File: src/include/vdo_pkg.sv
// vdo_pkg: constants shared by the display output stage
package vdo_pkg;
	// ----------------------------------------------------------------
	// register map (byte addresses)
	// ----------------------------------------------------------------
	localparam int VDO_AXI_AW = 5; // address bits decoded
	localparam logic [4:0] VDO_OFF_EVT = 5'h00; // field_event_counts
	localparam logic [4:0] VDO_OFF_CLIP = 5'h04; // output_clip_limits
	localparam logic [4:0] VDO_OFF_DEFV = 5'h08; // default_output_value
	localparam logic [4:0] VDO_OFF_CTRL = 5'h0C; // display_control_register
	localparam logic [4:0] VDO_OFF_STAT = 5'h10; // status, read only
	// ----------------------------------------------------------------
	// writable bits and reset values
	// ----------------------------------------------------------------
	localparam logic [31:0] VDO_EVT_MASK = 32'h0FFF0FFF;
	localparam logic [31:0] VDO_CLIP_RST = 32'hF010EB10;
	localparam logic [31:0] VDO_DEFV_YC_MASK = 32'hFFFF00FF;
	localparam logic [31:0] VDO_DEFV_RAW_MASK = 32'h000FFFFF;
	localparam logic [31:0] VDO_CTRL_MASK = 32'h0000001F;
	localparam logic [31:0] VDO_ZERO = 32'h00000000;
	// ----------------------------------------------------------------
	// field positions
	// ----------------------------------------------------------------
	localparam int VDO_CNT_W = 12; // event count width
	localparam int VDO_EVT1_LSB = 0;
	localparam int VDO_EVT2_LSB = 16;
	localparam int VDO_CH_LSB = 24; // chroma upper limit
	localparam int VDO_CL_LSB = 16; // chroma lower limit
	localparam int VDO_YH_LSB = 8; // luma upper limit
	localparam int VDO_YL_LSB = 0; // luma lower limit
	localparam int VDO_DCR_LSB = 24; // default red chroma
	localparam int VDO_DCB_LSB = 16; // default blue chroma
	localparam int VDO_DY_LSB = 0; // default luma
	localparam int VDO_RAW_W = 20; // raw word and bus width
	localparam int VDO_MODE_LSB = 0; // ctrl: mode, 2 bits
	localparam int VDO_WID_LSB = 2; // ctrl: bus width code, 2 bits
	localparam int VDO_BLK_BIT = 4; // ctrl: blanking_disable
	localparam int VDO_STAT_LVL_LSB = 16; // status: fifo level
	localparam int VDO_STAT_FLD_BIT = 31; // status: current field
	localparam logic [1:0] VDO_LSB_ZERO = 2'h0;
	// ----------------------------------------------------------------
	// modes, widths, bus answers
	// ----------------------------------------------------------------
	typedef enum logic [1:0] {
		VDO_MODE_BT656 = 2'h0,
		VDO_MODE_YC = 2'h1,
		VDO_MODE_RAW = 2'h2
	} vdo_mode_e;
	localparam logic [19:0] VDO_WMASK_8 = 20'h000FF;
	localparam logic [19:0] VDO_WMASK_10 = 20'h003FF;
	localparam logic [19:0] VDO_WMASK_16 = 20'h0FFFF;
	localparam logic [19:0] VDO_WMASK_20 = 20'hFFFFF;
	localparam logic [1:0] VDO_RESP_OKAY = 2'h0;
	localparam logic [1:0] VDO_RESP_SLVERR = 2'h2;
	// ----------------------------------------------------------------
	// timing
	// ----------------------------------------------------------------
	localparam int VDO_CLK_NS = 100; // sys_clk period
	localparam int VDO_EVT_GAP_NS = 400; // least spacing of request sets
	localparam int VDO_EVT_GAP_CYC = (VDO_EVT_GAP_NS + VDO_CLK_NS - 1)
		/ VDO_CLK_NS;
endpackage

File: src/hw/vdo_out.sv
// vdo_out: display output stage with event counts, clip and default fill
//
// Local design decisions: the register offsets and the AXI4-Lite interface to the registers.
`timescale 1ns/1ps
`default_nettype none

// ----------------------------------------------------------------
// vdo_fifo: pixel buffer, registered full/empty handshakes
// ----------------------------------------------------------------
module vdo_fifo #(
	parameter int W = 20,
	parameter int D = 16,
	parameter int LW = $clog2(D + 1)
) (
	input wire logic clk,
	input wire logic rst_b,
	input wire logic ce,
	input wire logic in_valid,
	output logic in_ready,
	input wire logic [W-1:0] in_data,
	output logic out_valid,
	input wire logic out_ready,
	output logic [W-1:0] out_data,
	output logic [LW-1:0] level
);
	logic [W-1:0] mem [D]; // storage
	logic [$clog2(D)-1:0] wp_reg; // write pointer
	logic [$clog2(D)-1:0] rp_reg; // read pointer
	logic push;
	logic pop;
	logic [LW-1:0] lvl_next;

	assign push = in_valid && in_ready;
	assign pop = out_valid && out_ready;
	assign out_data = mem[rp_reg];
	assign lvl_next = level + LW'(push) - LW'(pop);

	// storage write and pointers
	always_ff @(posedge clk) begin
		if (ce && push) begin
			mem[wp_reg] <= in_data;
		end
	end
	always_ff @(posedge clk or negedge rst_b) begin
		if (!rst_b) begin
			wp_reg <= '0;
			rp_reg <= '0;
			level <= '0;
			in_ready <= 1'b0;
			out_valid <= 1'b0;
		end else if (ce) begin
			if (push) begin
				wp_reg <= (wp_reg == ($clog2(D))'(D - 1)) ? '0 : wp_reg + 1'b1;
			end
			if (pop) begin
				rp_reg <= (rp_reg == ($clog2(D))'(D - 1)) ? '0 : rp_reg + 1'b1;
			end
			level <= lvl_next;
			in_ready <= lvl_next != LW'(D); // honest full
			out_valid <= lvl_next != '0; // honest empty
		end
	end
endmodule

// Summary of operation
// twelve-bit event count per field
// YC/656: each unit is three requests
// raw: each unit one luma request
// reserved bits read zero, ignore writes
// clip only in 656 and YC modes
// clip image area only, blanking unclipped
// chroma clamped between chroma limits
// luma clamped between luma limits
// clip limits reset to F0,10,EB,10
// compare upper eight bits, clamp clears two
// default where counters below image offsets
// 656 default in Cb Y Cr Y order
// YC default luma low, chroma high lane
// default byte high in lane, LSBs zero
// raw default trimmed to bus width
// raw default through all blanking
// blanking disable, empty FIFO: default across whole active area
// default register holds Cr, Cb, Y
// in-range samples pass unchanged
module vdo_out
	import vdo_pkg::*;
#(
	parameter int FIFO_D = 16
) (
	input wire logic sys_clk,
	input wire logic rst_b,
	input wire logic clk_en,
	input wire logic [vdo_pkg::VDO_AXI_AW-1:0] s_axi_awaddr,
	input wire logic s_axi_awvalid,
	output logic s_axi_awready,
	input wire logic [31:0] s_axi_wdata,
	input wire logic [3:0] s_axi_wstrb,
	input wire logic s_axi_wvalid,
	output logic s_axi_wready,
	output logic [1:0] s_axi_bresp,
	output logic s_axi_bvalid,
	input wire logic s_axi_bready,
	input wire logic [vdo_pkg::VDO_AXI_AW-1:0] s_axi_araddr,
	input wire logic s_axi_arvalid,
	output logic s_axi_arready,
	output logic [31:0] s_axi_rdata,
	output logic [1:0] s_axi_rresp,
	output logic s_axi_rvalid,
	input wire logic s_axi_rready,
	input wire logic [vdo_pkg::VDO_RAW_W-1:0] pix_data,
	input wire logic pix_valid,
	output logic pix_ready,
	input wire logic field_start,
	input wire logic field_id,
	input wire logic active_video,
	input wire logic [11:0] image_line_counter,
	input wire logic [11:0] image_pixel_counter,
	input wire logic [11:0] image_vertical_offset,
	input wire logic [11:0] image_horizontal_offset,
	input wire logic [vdo_pkg::VDO_RAW_W-1:0] blank_code,
	output logic luma_dma_request,
	output logic blue_chroma_dma_request,
	output logic red_chroma_dma_request,
	output logic [vdo_pkg::VDO_RAW_W-1:0] display_output_bus
);
	import vdo_pkg::*;

	localparam int LW = $clog2(FIFO_D + 1);
	localparam logic [LW-1:0] HALF = LW'(FIFO_D / 2);

	typedef enum logic [1:0] {
		VDO_EV_IDLE = 2'b00,
		VDO_EV_RUN = 2'b01,
		VDO_EV_GAP = 2'b11
	} vdo_ev_e;

	logic [31:0] evt_reg; // field_event_counts
	logic [31:0] clip_reg; // output_clip_limits
	logic [31:0] defv_reg; // default_output_value
	logic [31:0] ctrl_reg; // display_control_register
	logic [VDO_AXI_AW-1:0] awaddr_reg; // held write address
	logic [31:0] wdata_reg; // held write data
	logic [3:0] wstrb_reg; // held strobes
	logic [VDO_AXI_AW-1:0] araddr_reg; // held read address
	logic wr_go; // both halves of a write present
	vdo_mode_e mode;
	logic [1:0] wid;
	logic blanking_disable;
	logic [31:0] defv_mask; // mode-dependent writable bits
	vdo_ev_e ev_reg; // request generator state
	logic [VDO_CNT_W-1:0] remain_reg; // request units left in field
	logic [2:0] gap_reg; // spacing countdown
	logic field_reg; // field being output
	logic f_valid;
	logic [VDO_RAW_W-1:0] f_data;
	logic [LW-1:0] f_level;
	logic [1:0] phase_reg; // Cb Y Cr Y position
	logic in_area;
	logic f_pop;
	logic show_def;
	logic [19:0] wmask;
	logic [VDO_RAW_W-1:0] out_next;
	logic def_q_reg; // output shows default
	logic img_q_reg; // output shows buffered image, clipped unless raw
	logic first_reg; // first cycle after reset

	assign mode = vdo_mode_e'(ctrl_reg[VDO_MODE_LSB +: 2]);
	assign wid = ctrl_reg[VDO_WID_LSB +: 2];
	assign blanking_disable = ctrl_reg[VDO_BLK_BIT];
	assign defv_mask = (mode == VDO_MODE_RAW) ? VDO_DEFV_RAW_MASK
		: VDO_DEFV_YC_MASK;

	// byte-lane merge, then drop reserved bits
	function automatic logic [31:0] vdo_wr(input logic [31:0] old,
		input logic [31:0] d, input logic [3:0] st, input logic [31:0] m);
		logic [31:0] v;
		v = old;
		for (int i = 0; i < 4; i++) begin
			if (st[i]) begin
				v[i*8 +: 8] = d[i*8 +: 8];
			end
		end
		vdo_wr = v & m;
	endfunction

	// clamp a 10-bit sample on its upper eight bits
	function automatic logic [9:0] vdo_clip(input logic [9:0] s,
		input logic [7:0] hi, input logic [7:0] lo);
		if (s[9:2] > hi) begin
			vdo_clip = {hi, VDO_LSB_ZERO};
		end else if (s[9:2] < lo) begin
			vdo_clip = {lo, VDO_LSB_ZERO};
		end else begin
			vdo_clip = s;
		end
	endfunction

	// ----------------------------------------------------------------
	// register bus slave
	// ----------------------------------------------------------------
	assign wr_go = !s_axi_awready && !s_axi_wready && !s_axi_bvalid;

	// write channels: take address and data in any order
	always_ff @(posedge sys_clk or negedge rst_b) begin
		if (!rst_b) begin
			s_axi_awready <= 1'b1;
			s_axi_wready <= 1'b1;
			s_axi_bvalid <= 1'b0;
			s_axi_bresp <= VDO_RESP_OKAY;
			awaddr_reg <= '0;
			wdata_reg <= '0;
			wstrb_reg <= '0;
		end else if (clk_en) begin
			if (s_axi_awvalid && s_axi_awready) begin
				awaddr_reg <= s_axi_awaddr;
				s_axi_awready <= 1'b0;
			end
			if (s_axi_wvalid && s_axi_wready) begin
				wdata_reg <= s_axi_wdata;
				wstrb_reg <= s_axi_wstrb;
				s_axi_wready <= 1'b0;
			end
			if (wr_go) begin
				s_axi_bvalid <= 1'b1;
				case (awaddr_reg)
					VDO_OFF_EVT, VDO_OFF_CLIP, VDO_OFF_DEFV,
					VDO_OFF_CTRL, VDO_OFF_STAT: begin
						s_axi_bresp <= VDO_RESP_OKAY;
					end
					default: begin
						s_axi_bresp <= VDO_RESP_SLVERR; // unmapped
					end
				endcase
			end
			if (s_axi_bvalid && s_axi_bready) begin
				s_axi_bvalid <= 1'b0;
				s_axi_awready <= 1'b1;
				s_axi_wready <= 1'b1;
			end
		end
	end

	// register storage; status is read only
	always_ff @(posedge sys_clk or negedge rst_b) begin
		if (!rst_b) begin
			evt_reg <= VDO_ZERO;
			clip_reg <= VDO_CLIP_RST;
			defv_reg <= VDO_ZERO;
			ctrl_reg <= VDO_ZERO;
		end else if (clk_en && wr_go) begin
			case (awaddr_reg)
				VDO_OFF_EVT: begin
					evt_reg <= vdo_wr(evt_reg, wdata_reg, wstrb_reg,
						VDO_EVT_MASK);
				end
				VDO_OFF_CLIP: begin
					clip_reg <= vdo_wr(clip_reg, wdata_reg, wstrb_reg,
						~VDO_ZERO);
				end
				VDO_OFF_DEFV: begin
					defv_reg <= vdo_wr(defv_reg, wdata_reg, wstrb_reg,
						defv_mask);
				end
				VDO_OFF_CTRL: begin
					ctrl_reg <= vdo_wr(ctrl_reg, wdata_reg, wstrb_reg,
						VDO_CTRL_MASK);
				end
				default: begin
				end
			endcase
		end
	end

	// read channel: one-cycle answer after the address is taken
	always_ff @(posedge sys_clk or negedge rst_b) begin
		if (!rst_b) begin
			s_axi_arready <= 1'b1;
			s_axi_rvalid <= 1'b0;
			s_axi_rdata <= VDO_ZERO;
			s_axi_rresp <= VDO_RESP_OKAY;
			araddr_reg <= '0;
		end else if (clk_en) begin
			if (s_axi_arvalid && s_axi_arready) begin
				s_axi_arready <= 1'b0;
				s_axi_rvalid <= 1'b1;
				s_axi_rresp <= VDO_RESP_OKAY;
				araddr_reg <= s_axi_araddr;
				case (s_axi_araddr)
					VDO_OFF_EVT: s_axi_rdata <= evt_reg;
					VDO_OFF_CLIP: s_axi_rdata <= clip_reg;
					VDO_OFF_DEFV: s_axi_rdata <= defv_reg & defv_mask;
					VDO_OFF_CTRL: s_axi_rdata <= ctrl_reg;
					VDO_OFF_STAT: begin
						s_axi_rdata <= VDO_ZERO;
						s_axi_rdata[VDO_CNT_W-1:0] <= remain_reg;
						s_axi_rdata[VDO_STAT_LVL_LSB +: LW] <= f_level;
						s_axi_rdata[VDO_STAT_FLD_BIT] <= field_reg;
					end
					default: begin
						s_axi_rdata <= VDO_ZERO;
						s_axi_rresp <= VDO_RESP_SLVERR; // unmapped
					end
				endcase
			end else if (s_axi_rvalid && s_axi_rready) begin
				s_axi_rvalid <= 1'b0;
				s_axi_arready <= 1'b1;
			end
		end
	end

	// ----------------------------------------------------------------
	// request generator
	// ----------------------------------------------------------------
	// loads the field's count, issues one unit while the buffer is
	// under half full, then waits out the spacing gap
	always_ff @(posedge sys_clk or negedge rst_b) begin
		if (!rst_b) begin
			ev_reg <= VDO_EV_IDLE;
			remain_reg <= '0;
			gap_reg <= '0;
			field_reg <= 1'b0;
			luma_dma_request <= 1'b0;
			blue_chroma_dma_request <= 1'b0;
			red_chroma_dma_request <= 1'b0;
		end else if (clk_en) begin
			luma_dma_request <= 1'b0;
			blue_chroma_dma_request <= 1'b0;
			red_chroma_dma_request <= 1'b0;
			if (field_start) begin
				field_reg <= field_id;
				remain_reg <= field_id ? evt_reg[VDO_EVT2_LSB +: VDO_CNT_W]
					: evt_reg[VDO_EVT1_LSB +: VDO_CNT_W];
				ev_reg <= VDO_EV_RUN;
			end else begin
				case (ev_reg)
					VDO_EV_RUN: begin
						if (remain_reg == '0) begin
							ev_reg <= VDO_EV_IDLE;
						end else if (f_level < HALF) begin
							luma_dma_request <= 1'b1;
							blue_chroma_dma_request <= mode != VDO_MODE_RAW;
							red_chroma_dma_request <= mode != VDO_MODE_RAW;
							remain_reg <= remain_reg - 1'b1;
							gap_reg <= 3'(VDO_EVT_GAP_CYC - 1);
							ev_reg <= VDO_EV_GAP;
						end
					end
					VDO_EV_GAP: begin
						gap_reg <= gap_reg - 1'b1;
						if (gap_reg == '0) begin
							ev_reg <= VDO_EV_RUN;
						end
					end
					default: begin
						ev_reg <= VDO_EV_IDLE;
					end
				endcase
			end
		end
	end

	// ----------------------------------------------------------------
	// pixel buffer
	// ----------------------------------------------------------------
	vdo_fifo #(
		.W(VDO_RAW_W),
		.D(FIFO_D),
		.LW(LW)
	) u_fifo (
		.clk(sys_clk),
		.rst_b(rst_b),
		.ce(clk_en),
		.in_valid(pix_valid),
		.in_ready(pix_ready),
		.in_data(pix_data),
		.out_valid(f_valid),
		.out_ready(f_pop),
		.out_data(f_data),
		.level(f_level)
	);

	// ----------------------------------------------------------------
	// output datapath
	// ----------------------------------------------------------------
	always_comb begin
		in_area = active_video
			&& image_line_counter >= image_vertical_offset
			&& image_pixel_counter >= image_horizontal_offset;
		show_def = active_video && (!in_area
			|| (blanking_disable && !f_valid));
		f_pop = clk_en && in_area && f_valid;
		case (wid)
			2'h0: wmask = VDO_WMASK_8;
			2'h1: wmask = VDO_WMASK_10;
			2'h2: wmask = VDO_WMASK_16;
			default: wmask = VDO_WMASK_20;
		endcase
	end

	// next bus value per mode and region
	always_comb begin
		out_next = display_output_bus; // underflow holds last value
		case (mode)
			VDO_MODE_RAW: begin
				if (!active_video || show_def) begin
					out_next = defv_reg[VDO_RAW_W-1:0] & wmask;
				end else if (f_valid) begin
					out_next = f_data & wmask;
				end
			end
			VDO_MODE_YC: begin
				if (!active_video) begin
					out_next = blank_code;
				end else if (show_def) begin
					out_next = {phase_reg[0] ? defv_reg[VDO_DCR_LSB +: 8]
						: defv_reg[VDO_DCB_LSB +: 8], VDO_LSB_ZERO,
						defv_reg[VDO_DY_LSB +: 8], VDO_LSB_ZERO};
				end else if (f_valid) begin
					out_next = {vdo_clip(f_data[19:10],
						clip_reg[VDO_CH_LSB +: 8], clip_reg[VDO_CL_LSB +: 8]),
						vdo_clip(f_data[9:0], clip_reg[VDO_YH_LSB +: 8],
						clip_reg[VDO_YL_LSB +: 8])};
				end
			end
			default: begin
				if (!active_video) begin
					out_next = blank_code;
				end else if (show_def) begin
					out_next = '0;
					case (phase_reg)
						2'h0: out_next[9:0] = {defv_reg[VDO_DCB_LSB +: 8],
							VDO_LSB_ZERO};
						2'h2: out_next[9:0] = {defv_reg[VDO_DCR_LSB +: 8],
							VDO_LSB_ZERO};
						default: out_next[9:0] = {defv_reg[VDO_DY_LSB +: 8],
							VDO_LSB_ZERO};
					endcase
				end else if (f_valid) begin
					out_next = '0;
					out_next[9:0] = phase_reg[0]
						? vdo_clip(f_data[9:0], clip_reg[VDO_YH_LSB +: 8],
						clip_reg[VDO_YL_LSB +: 8])
						: vdo_clip(f_data[9:0], clip_reg[VDO_CH_LSB +: 8],
						clip_reg[VDO_CL_LSB +: 8]);
				end
			end
		endcase
	end

	// output register, sample phase and region flags
	always_ff @(posedge sys_clk or negedge rst_b) begin
		if (!rst_b) begin
			display_output_bus <= '0;
			phase_reg <= '0;
			def_q_reg <= 1'b0;
			img_q_reg <= 1'b0;
			first_reg <= 1'b1;
		end else if (clk_en) begin
			first_reg <= 1'b0;
			display_output_bus <= out_next;
			phase_reg <= active_video ? phase_reg + 1'b1 : '0;
			def_q_reg <= show_def;
			img_q_reg <= active_video && !show_def && f_valid;
		end
	end
endmodule

`default_nettype wire

File: config.mk
export PLATFORM = sky130hd
export DESIGN_NAME = vdo_out
export DESIGN_NICKNAME = d
export VERILOG_FILES = /design/src/include/vdo_pkg.sv /design/src/hw/vdo_out.sv
export SDC_FILE = /design/constraint.sdc
export NUM_CORES = 1
export LEC_CHECK = 0
export BUFFER_PORTS_ARGS = -buffer_cell sky130_fd_sc_hd__buf_4
export CORE_ASPECT_RATIO = 1.75
export CORE_MARGIN = 3
export CORE_UTILIZATION = 55
export CTS_BUF_LIST = sky130_fd_sc_hd__clkbuf_2
export DETAILED_ROUTE_END_ITERATION = 16
export PLACE_DENSITY = 0.83
export REMOVE_ABC_BUFFERS = 1
export SYNTH_ARGS = -nofsm -noshare
export SYNTH_HDL_FRONTEND = slang
export SYNTH_SLANG_ARGS = --single-unit
File: constraint.sdc
create_clock -name sys_clk -period 5.8 [get_ports sys_clk]
set_input_delay 0.58 -clock sys_clk [delete_from_list [all_inputs] [get_ports sys_clk]]
set_output_delay 0.58 -clock sys_clk [all_outputs]
set_load 0.02 [all_outputs]
-- After elaboration in Yosys (flattened, before gate mapping)
Memory sizes are Yosys's and may differ from the RTL's.
Index checks and enable logic that the tools add are counted.
- register bits: 232
- bits in writable memories: 320
- input port bits: 146
- output and inout port bits: 65
- word-level logic and storage cells: 220
- memories: 1
- $add $sub $neg: 7
- $lt $le $gt $ge: 9
- equality and inequality tests: 27
- multiplexer cells: 71
- bitwise operators: 5
- reductions and logical operators: 66
- memories (name ; words ; bits a word ; read ports ; clocked after Yosys merged registers in ; write ports ; line ; RTL):
    u_fifo.mem ; 16 ; 20 ; 1 ; 0 ; 1 ; vdo_out.sv:26 ; logic [W-1:0] mem [D];
- operators by type and width (kind ; number):
    $mux 20 ; 8
    $pmux 32 s5 ; 1
    $mux 8 ; 13
    $mux 10 ; 7
    $and 32x32->32 ; 2
    $mux 12 ; 5
    $pmux 20 s3 ; 1
    $and 20x20->20 ; 2
    $pmux 20 s2 ; 1
    $mux 32 ; 1
    $reduce_and 3->1 ; 10
    $ge 12x12->1 ; 2
    $gt 8x8->1 ; 3
    $lt 8x8->1 ; 3
    $reduce_and 2->1 ; 12
    $eq 5x4->1 const B ; 4
    $mux 1 ; 20
    $pmux 10 s2 ; 1
    $logic_and 1x1->1 ; 17
    $mux 2 ; 7
    $reduce_bool 2->1 ; 7
    $logic_not 12->1 ; 1
    $sub 12x1->12 const B ; 1
    $eq 5x3->1 const B ; 2
    31 further kinds ; 54

-- Logic depth before layout (Yosys ltp)
- depth in word-level cells: 9
- depth in mapped cells: 20
- gate-level depth less buffers: 18

-- Cells and area by module
Synthesis repeated with hierarchy kept, for this count alone.
- cells, all modules: 1839
- area, all modules: 26107.5 µm²
- by module, submodules not included (module ; times used ; cells each ; area each (µm²) ; seq. area each (µm²)):
    vdo_fifo ; 1 ; 551 ; 13203.9 ; 9984.6
    vdo_out ; 1 ; 1288 ; 12903.6 ; 5398.9

-- Worst setup path after synthesis
OpenSTA, ideal clock, no wires.
- path type: register to register
- start point: reg u_fifo.rp_reg[0]
- end point: reg display_output_bus[4] in the netlist's numbering
- arrival time: 3.941 ns
- required time: 5.677 ns
- setup slack: 1.736 ns
- stages on the path, launching flop included: 17
- path buffers: 4
- path through: dfrtp_1 > buf_6 > buf_4 > buf_4 > mux4_2 > mux4_2 > ha_1 > a21o_1 > a21o_1 > a211o_1 > o21a_1 > buf_6 > mux2_4 > a21oi_2 > a21oi_1 > nor3_2 > nor3_1
- longest elaborated chain between the ends: 9
- elaborated cells on any way between the ends: 20
- ends and longest elaborated chain (what ; line ; RTL):
    start, declared ; vdo_out.sv:28 ; logic [$clog2(D)-1:0] rp_reg;
    start signal, assigned ; vdo_out.sv:56 ; rp_reg <= (rp_reg == ($clog2(D))'(D - 1)) ? '0 : rp_reg + 1'b1;
    $mem_v2 16x20 * ; n/a ;
    $lt 8x8->1 ; vdo_out.sv:191 ; end else if (s[9:2] < lo) begin
    $mux 10 ; vdo_out.sv:191 ;
    $mux 10 ; vdo_out.sv:189 ; if (s[9:2] > hi) begin
    $mux 10 ; vdo_out.sv:441 ; ? vdo_clip(f_data[9:0], clip_reg[VDO_YH_LSB +: 8],
    $mux 20 ; vdo_out.sv:438 ; end else if (f_valid) begin
    $mux 20 ; vdo_out.sv:428 ; end else if (show_def) begin
    $mux 20 ; vdo_out.sv:426 ; if (!active_video) begin
    $pmux 20 s2 * ; vdo_out.sv:403 ; case (mode)
    end signal, assigned ; vdo_out.sv:460 ; display_output_bus <= out_next;
    end, declared ; vdo_out.sv:124 ; output logic [vdo_pkg::VDO_RAW_W-1:0] display_output_bus
Mark *: on every way between the ends. The rest lies on a longest branch, timed or not. The select of a mux whose other input is x is not followed.
A chain may end at the register's enable or synchronous reset.

-- Worst setup path after layout
- start point: reg u_fifo.rp_reg[0]
- end point: reg display_output_bus[12] in the netlist's numbering
- longest elaborated chain between the ends: 8
- elaborated cells on any way between the ends: 12
- ends and longest elaborated chain (what ; line ; RTL):
    $mem_v2 16x20 * ; n/a ;
    $lt 8x8->1 ; vdo_out.sv:191 ;
    $mux 10 ; vdo_out.sv:191 ;
    $mux 10 ; vdo_out.sv:189 ;
    $mux 20 ; vdo_out.sv:418 ; end else if (f_valid) begin
    $mux 20 ; vdo_out.sv:414 ; end else if (show_def) begin
    $mux 20 ; vdo_out.sv:412 ; if (!active_video) begin
    $pmux 20 s2 * ; vdo_out.sv:403 ;
Marks and branches as above.

==> summary.txt <==
Route
  – Vias: ~19000
  – Met2 wire length: around 42000 um
  – WL met3: about 5200 um
  – Vias per cell: 6.31
  – M1 wire length: ~27000 um
  – Routed WL: roughly 81000 um
  – Iteration-0 DRC count of the detailed router: about 1600
  – Top Layer Used: met4
  – # DRC: 0
  – WL per Instance: ~27 um
  – Post-DRT Antenna Nets: 0
  – First-pass DRT Iterations: 6

Die
  – Core area: 46900 sq um
  – Die Y: between 200 and 300 um
  – IO Pins: between 200 and 250
  – Rows: 105
  – Die Width: between 150 and 200 um
  – DIE AREA: approximately 50000 sq um
  – Initial Util: a little under three fifths

Logic synthesis
  – Ys Warns: 0
  – Yosys reg bits: 550
  – Yosys cell types: 78
  – Post-synthesis cell count: about 2000
  – Asr flop ratio synth: between 40% and 50%
  – EDFF count, synth: 320
  – Mapped Area: ~26000 sq um
  – Synth Flop Type: edfxtp_1
  – Sequential area share after synthesis: between 50% and 60%
  – Post-Syn Area per Cell: 13.1 sq um

Setup path
  – R2R Path Start: u_fifo.rp_reg[0]$_DFFE_PN0P_
  – Critical Path End Type: flip-flop
  – Crit path cell chain: buf_4 > mux4_2 > a22oi_1 > nand2_1 > ha_1 > nor2b_1 > o21a_1 > o21a_1 > o21ai_0 > a21oi_1 > nor2_1 > nand3_1 > nand3_1 > a31oi_1 > dlygate4sd3_1
  – Worst path bufs/invs: 2
  – Worst Setup Start Kind: flip-flop
  – CP max-delay cell: dfrtp_4
  – WP data required: 6830 ps
  – CP max stage delay: 1000 ps
  – Crit-path max FO: 45
  – Worst endpoint data arrival time: between 6000 and 7000 ps
  – Worst path top cell family by delay: buffers and inverters
  – Critical Path Start: u_fifo.rp_reg[0]$_DFFE_PN0P_
  – Worst Setup Path Type: reg2reg

Placed design
  – Post-detail-place hpwl: about 56000 um
  – Placed cell count: 2734
  – Area after DPL: ~28000 sq um
  – Number of port buffers: approximately 210
  – Dpl ws: 977 ps
  – RePlAce Congestion: between 1 and 1.5

Timing
  – Worst slew pin tran: between 1000 and 1500 ps
  – Final setup margin: 804 ps
  – Final hold violations: 0
  – Slew HR: between 10% and 20%
  – Unrepaired setup endpoints after global routing: false
  – Worst Skew: 87.7 ps
  – Tcrit/Tclk final: between 80% and 90%
  – Tmin final: about 5000 ps
  – Setup-failing EPs final: 0
  – F_max: between 0.2 and 0.25 GHz
  – Final Slew Violations: 0

CTS
  – Worst skew pair latency: 1160 ps
  – Clock-pin slew on the worst setup and hold paths: 120 ps
  – CTS Buf Count: between 100 and 150
  – CTS tree: yes
  – Post-CTS Resized: 0
  – Htree depth: 3
  – Longest Clk Path Bufs: 3
  – Root Driver: clkbuf_2
  – CTS Sinks: 550

Final layout
  – Most frequent cells in the layout: 320 x edfxtp_1, 251 x buf_4, 213 x dfrtp_1
  – Area growth, synth to finish: 17.4%
  – Design area: approximately 31000 sq um
  – Filler cell count: about 3400
  – Non-Filler Instances: about 3100
  – Reg with most FFs: u_fifo.mem
  – Most common cell after layout, fill and taps aside: edfxtp_1
  – Max FFs per register: 320
  – Share of layout cells above drive strength 1: roughly 28%
  – Register Area: 15400 sq um
  – Area of the multi-input gates: about 10000 sq um
  – Nets: 2618

GRT
  – First-pass GRT wire length: approximately 120000 um
  – Vias in the first global route: 20615
  – GRT overflow: 0
  – Total track usage: ~32%
  – Largest net degree at the start of global routing: around 160
  – Initial antenna violation count: 2

Run
  – Max-cap violations: 0

Pwr
  – Maximum vdd drop: ~0.21 mV
  – PD cells: roughly 440 nW/um^2
  – Total power: 13.5 mW
  – Pleak: approximately 13 nW

Run status
  – Status: completed

Hold path
  – Class of the worst hold path: in2reg
  – Worst Hold Launch: s_axi_araddr[2]
==> routing by layer <==
layer | up-vias | track usage (%)
met5 | - | 0
met4 | 0 | 26.0
met3 | 362 | 5.61
met2 | 1003 | 56.9
met1 | 9564 | 33.7
li1 | 8423 | -
==> synth_stat cells (6+ instances only) <==
| cell | n | area [sq um] |
|---|---|---|
| nor4_1 | 9 | 56.3 |
| nand3_1 | 28 | 140 |
| nand4_1 | 10 | 62.6 |
| xnor2_1 | 6 | 52.6 |
| a21o_1 | 18 | 135 |
| o41ai_1 | 7 | 61.3 |
| o221ai_1 | 10 | 87.6 |
| ha_1 | 87 | 1090 |
| nor2b_1 | 26 | 163 |
| o311ai_0 | 9 | 78.8 |
| dfstp_2 | 15 | 394 |
| dfrtp_1 | 215 | 5380 |
| mux2i_1 | 82 | 821 |
| buf_2 | 12 | 60.1 |
| o22ai_1 | 11 | 68.8 |
| nand2_1 | 173 | 649 |
| a22oi_1 | 24 | 180 |
| buf_4 | 8 | 60.1 |
| o21a_1 | 10 | 75.1 |
| a221oi_1 | 39 | 342 |
| clkbuf_1 | 72 | 270 |
| nand2b_1 | 10 | 62.6 |
| inv_1 | 92 | 345 |
| o21ai_0 | 143 | 716 |
| and2_1 | 29 | 181 |
| mux2_2 | 128 | 1440 |
| nor3_1 | 14 | 70.1 |
| a211oi_1 | 10 | 75.1 |
| edfxtp_1 | 320 | 9610 |
| a22o_1 | 10 | 87.6 |
| nor2_1 | 91 | 342 |
| and3_1 | 9 | 56.3 |
| buf_1 | 9 | 33.8 |
| a21oi_1 | 74 | 370 |
| a31oi_1 | 20 | 125 |
| mux4_2 | 66 | 1490 |
==> final timing paths <==
path	cells after the start	to	slack (ps)
setup / recovery	15	display_output_bus[12]$_DFFE_PN0P_	800
hold / removal	4	s_axi_rdata[16]$_DFFE_PN0P_	120
setup reg to reg	15	display_output_bus[12]$_DFFE_PN0P_	800
hold reg to reg	2	s_axi_rdata[2]$_DFFE_PN0P_	490
max in group asynchronous	4	u_fifo.rp_reg[0]$_DFFE_PN0P_	4100
min in group asynchronous	3	clip_reg[28]$_DFFE_PN1P_	560
==> kinds of logic after synthesis <==
kind of cell    count (synthesis)  synth area share (%)
buf+inv                       197                  3.06
simple gates                  421                  7.55
mux                           284                  14.7
other cells                     1                0.0143
xor+xnor                        6                 0.201
fa+ha+maj                      88                  4.24
flops                         550                  58.9
compound gates                447                  11.3
==> per-stage QoR <==
step | hold slack [ps] | TNS [ps] | util, %
2_1_floorplan | 284 | -21210 | -
4_1_cts | 8.68 | 0 | 65.4
5_1_grt | 86.0 | 0 | 65.4
3_3_place_gp | 467 | 0 | 60.5
3_5_place_dp | 474 | 0 | 60.5
6_report | 121 | 0 | 65.4
==> worst reg2reg max path: cells and delay by family, from the launching register on <==
family / cells / cell delay [ps]
compound gates: 6 / 900
simple gates: 5 / 970
mux: 1 / 560
buf+inv: 2 / 1150
flops: 1 / 1000
fa+ha+maj: 1 / 320
==> final cells by class <==
type | instances | share of cell area [%]
timing repair buffer | 372 | 10.2
clock buffer | 179 | 2.92
clock inverter | 35 | 0.612
antenna | 3 | 0.0245
sequential | 550 | 50.1
inverter | 94 | 1.15
multi-input combinational | 1248 | 32.5
tap | 588 | 2.40
==> power by group <==
part / switching [mW] / internal (mW)
clock: 1.51 / 0.876
combinational: 2.97 / 2.38
sequential: 0.943 / 4.78
total: 5.42 / 8.03
==> what timing repair did <==
item / 4_1_cts / 5_1_grt
buffers inserted: 0 / 0
endpoints found under the hold margin: 503 / 0
hold buffers: 118 / 0
(Power assumes the default switching activity.)
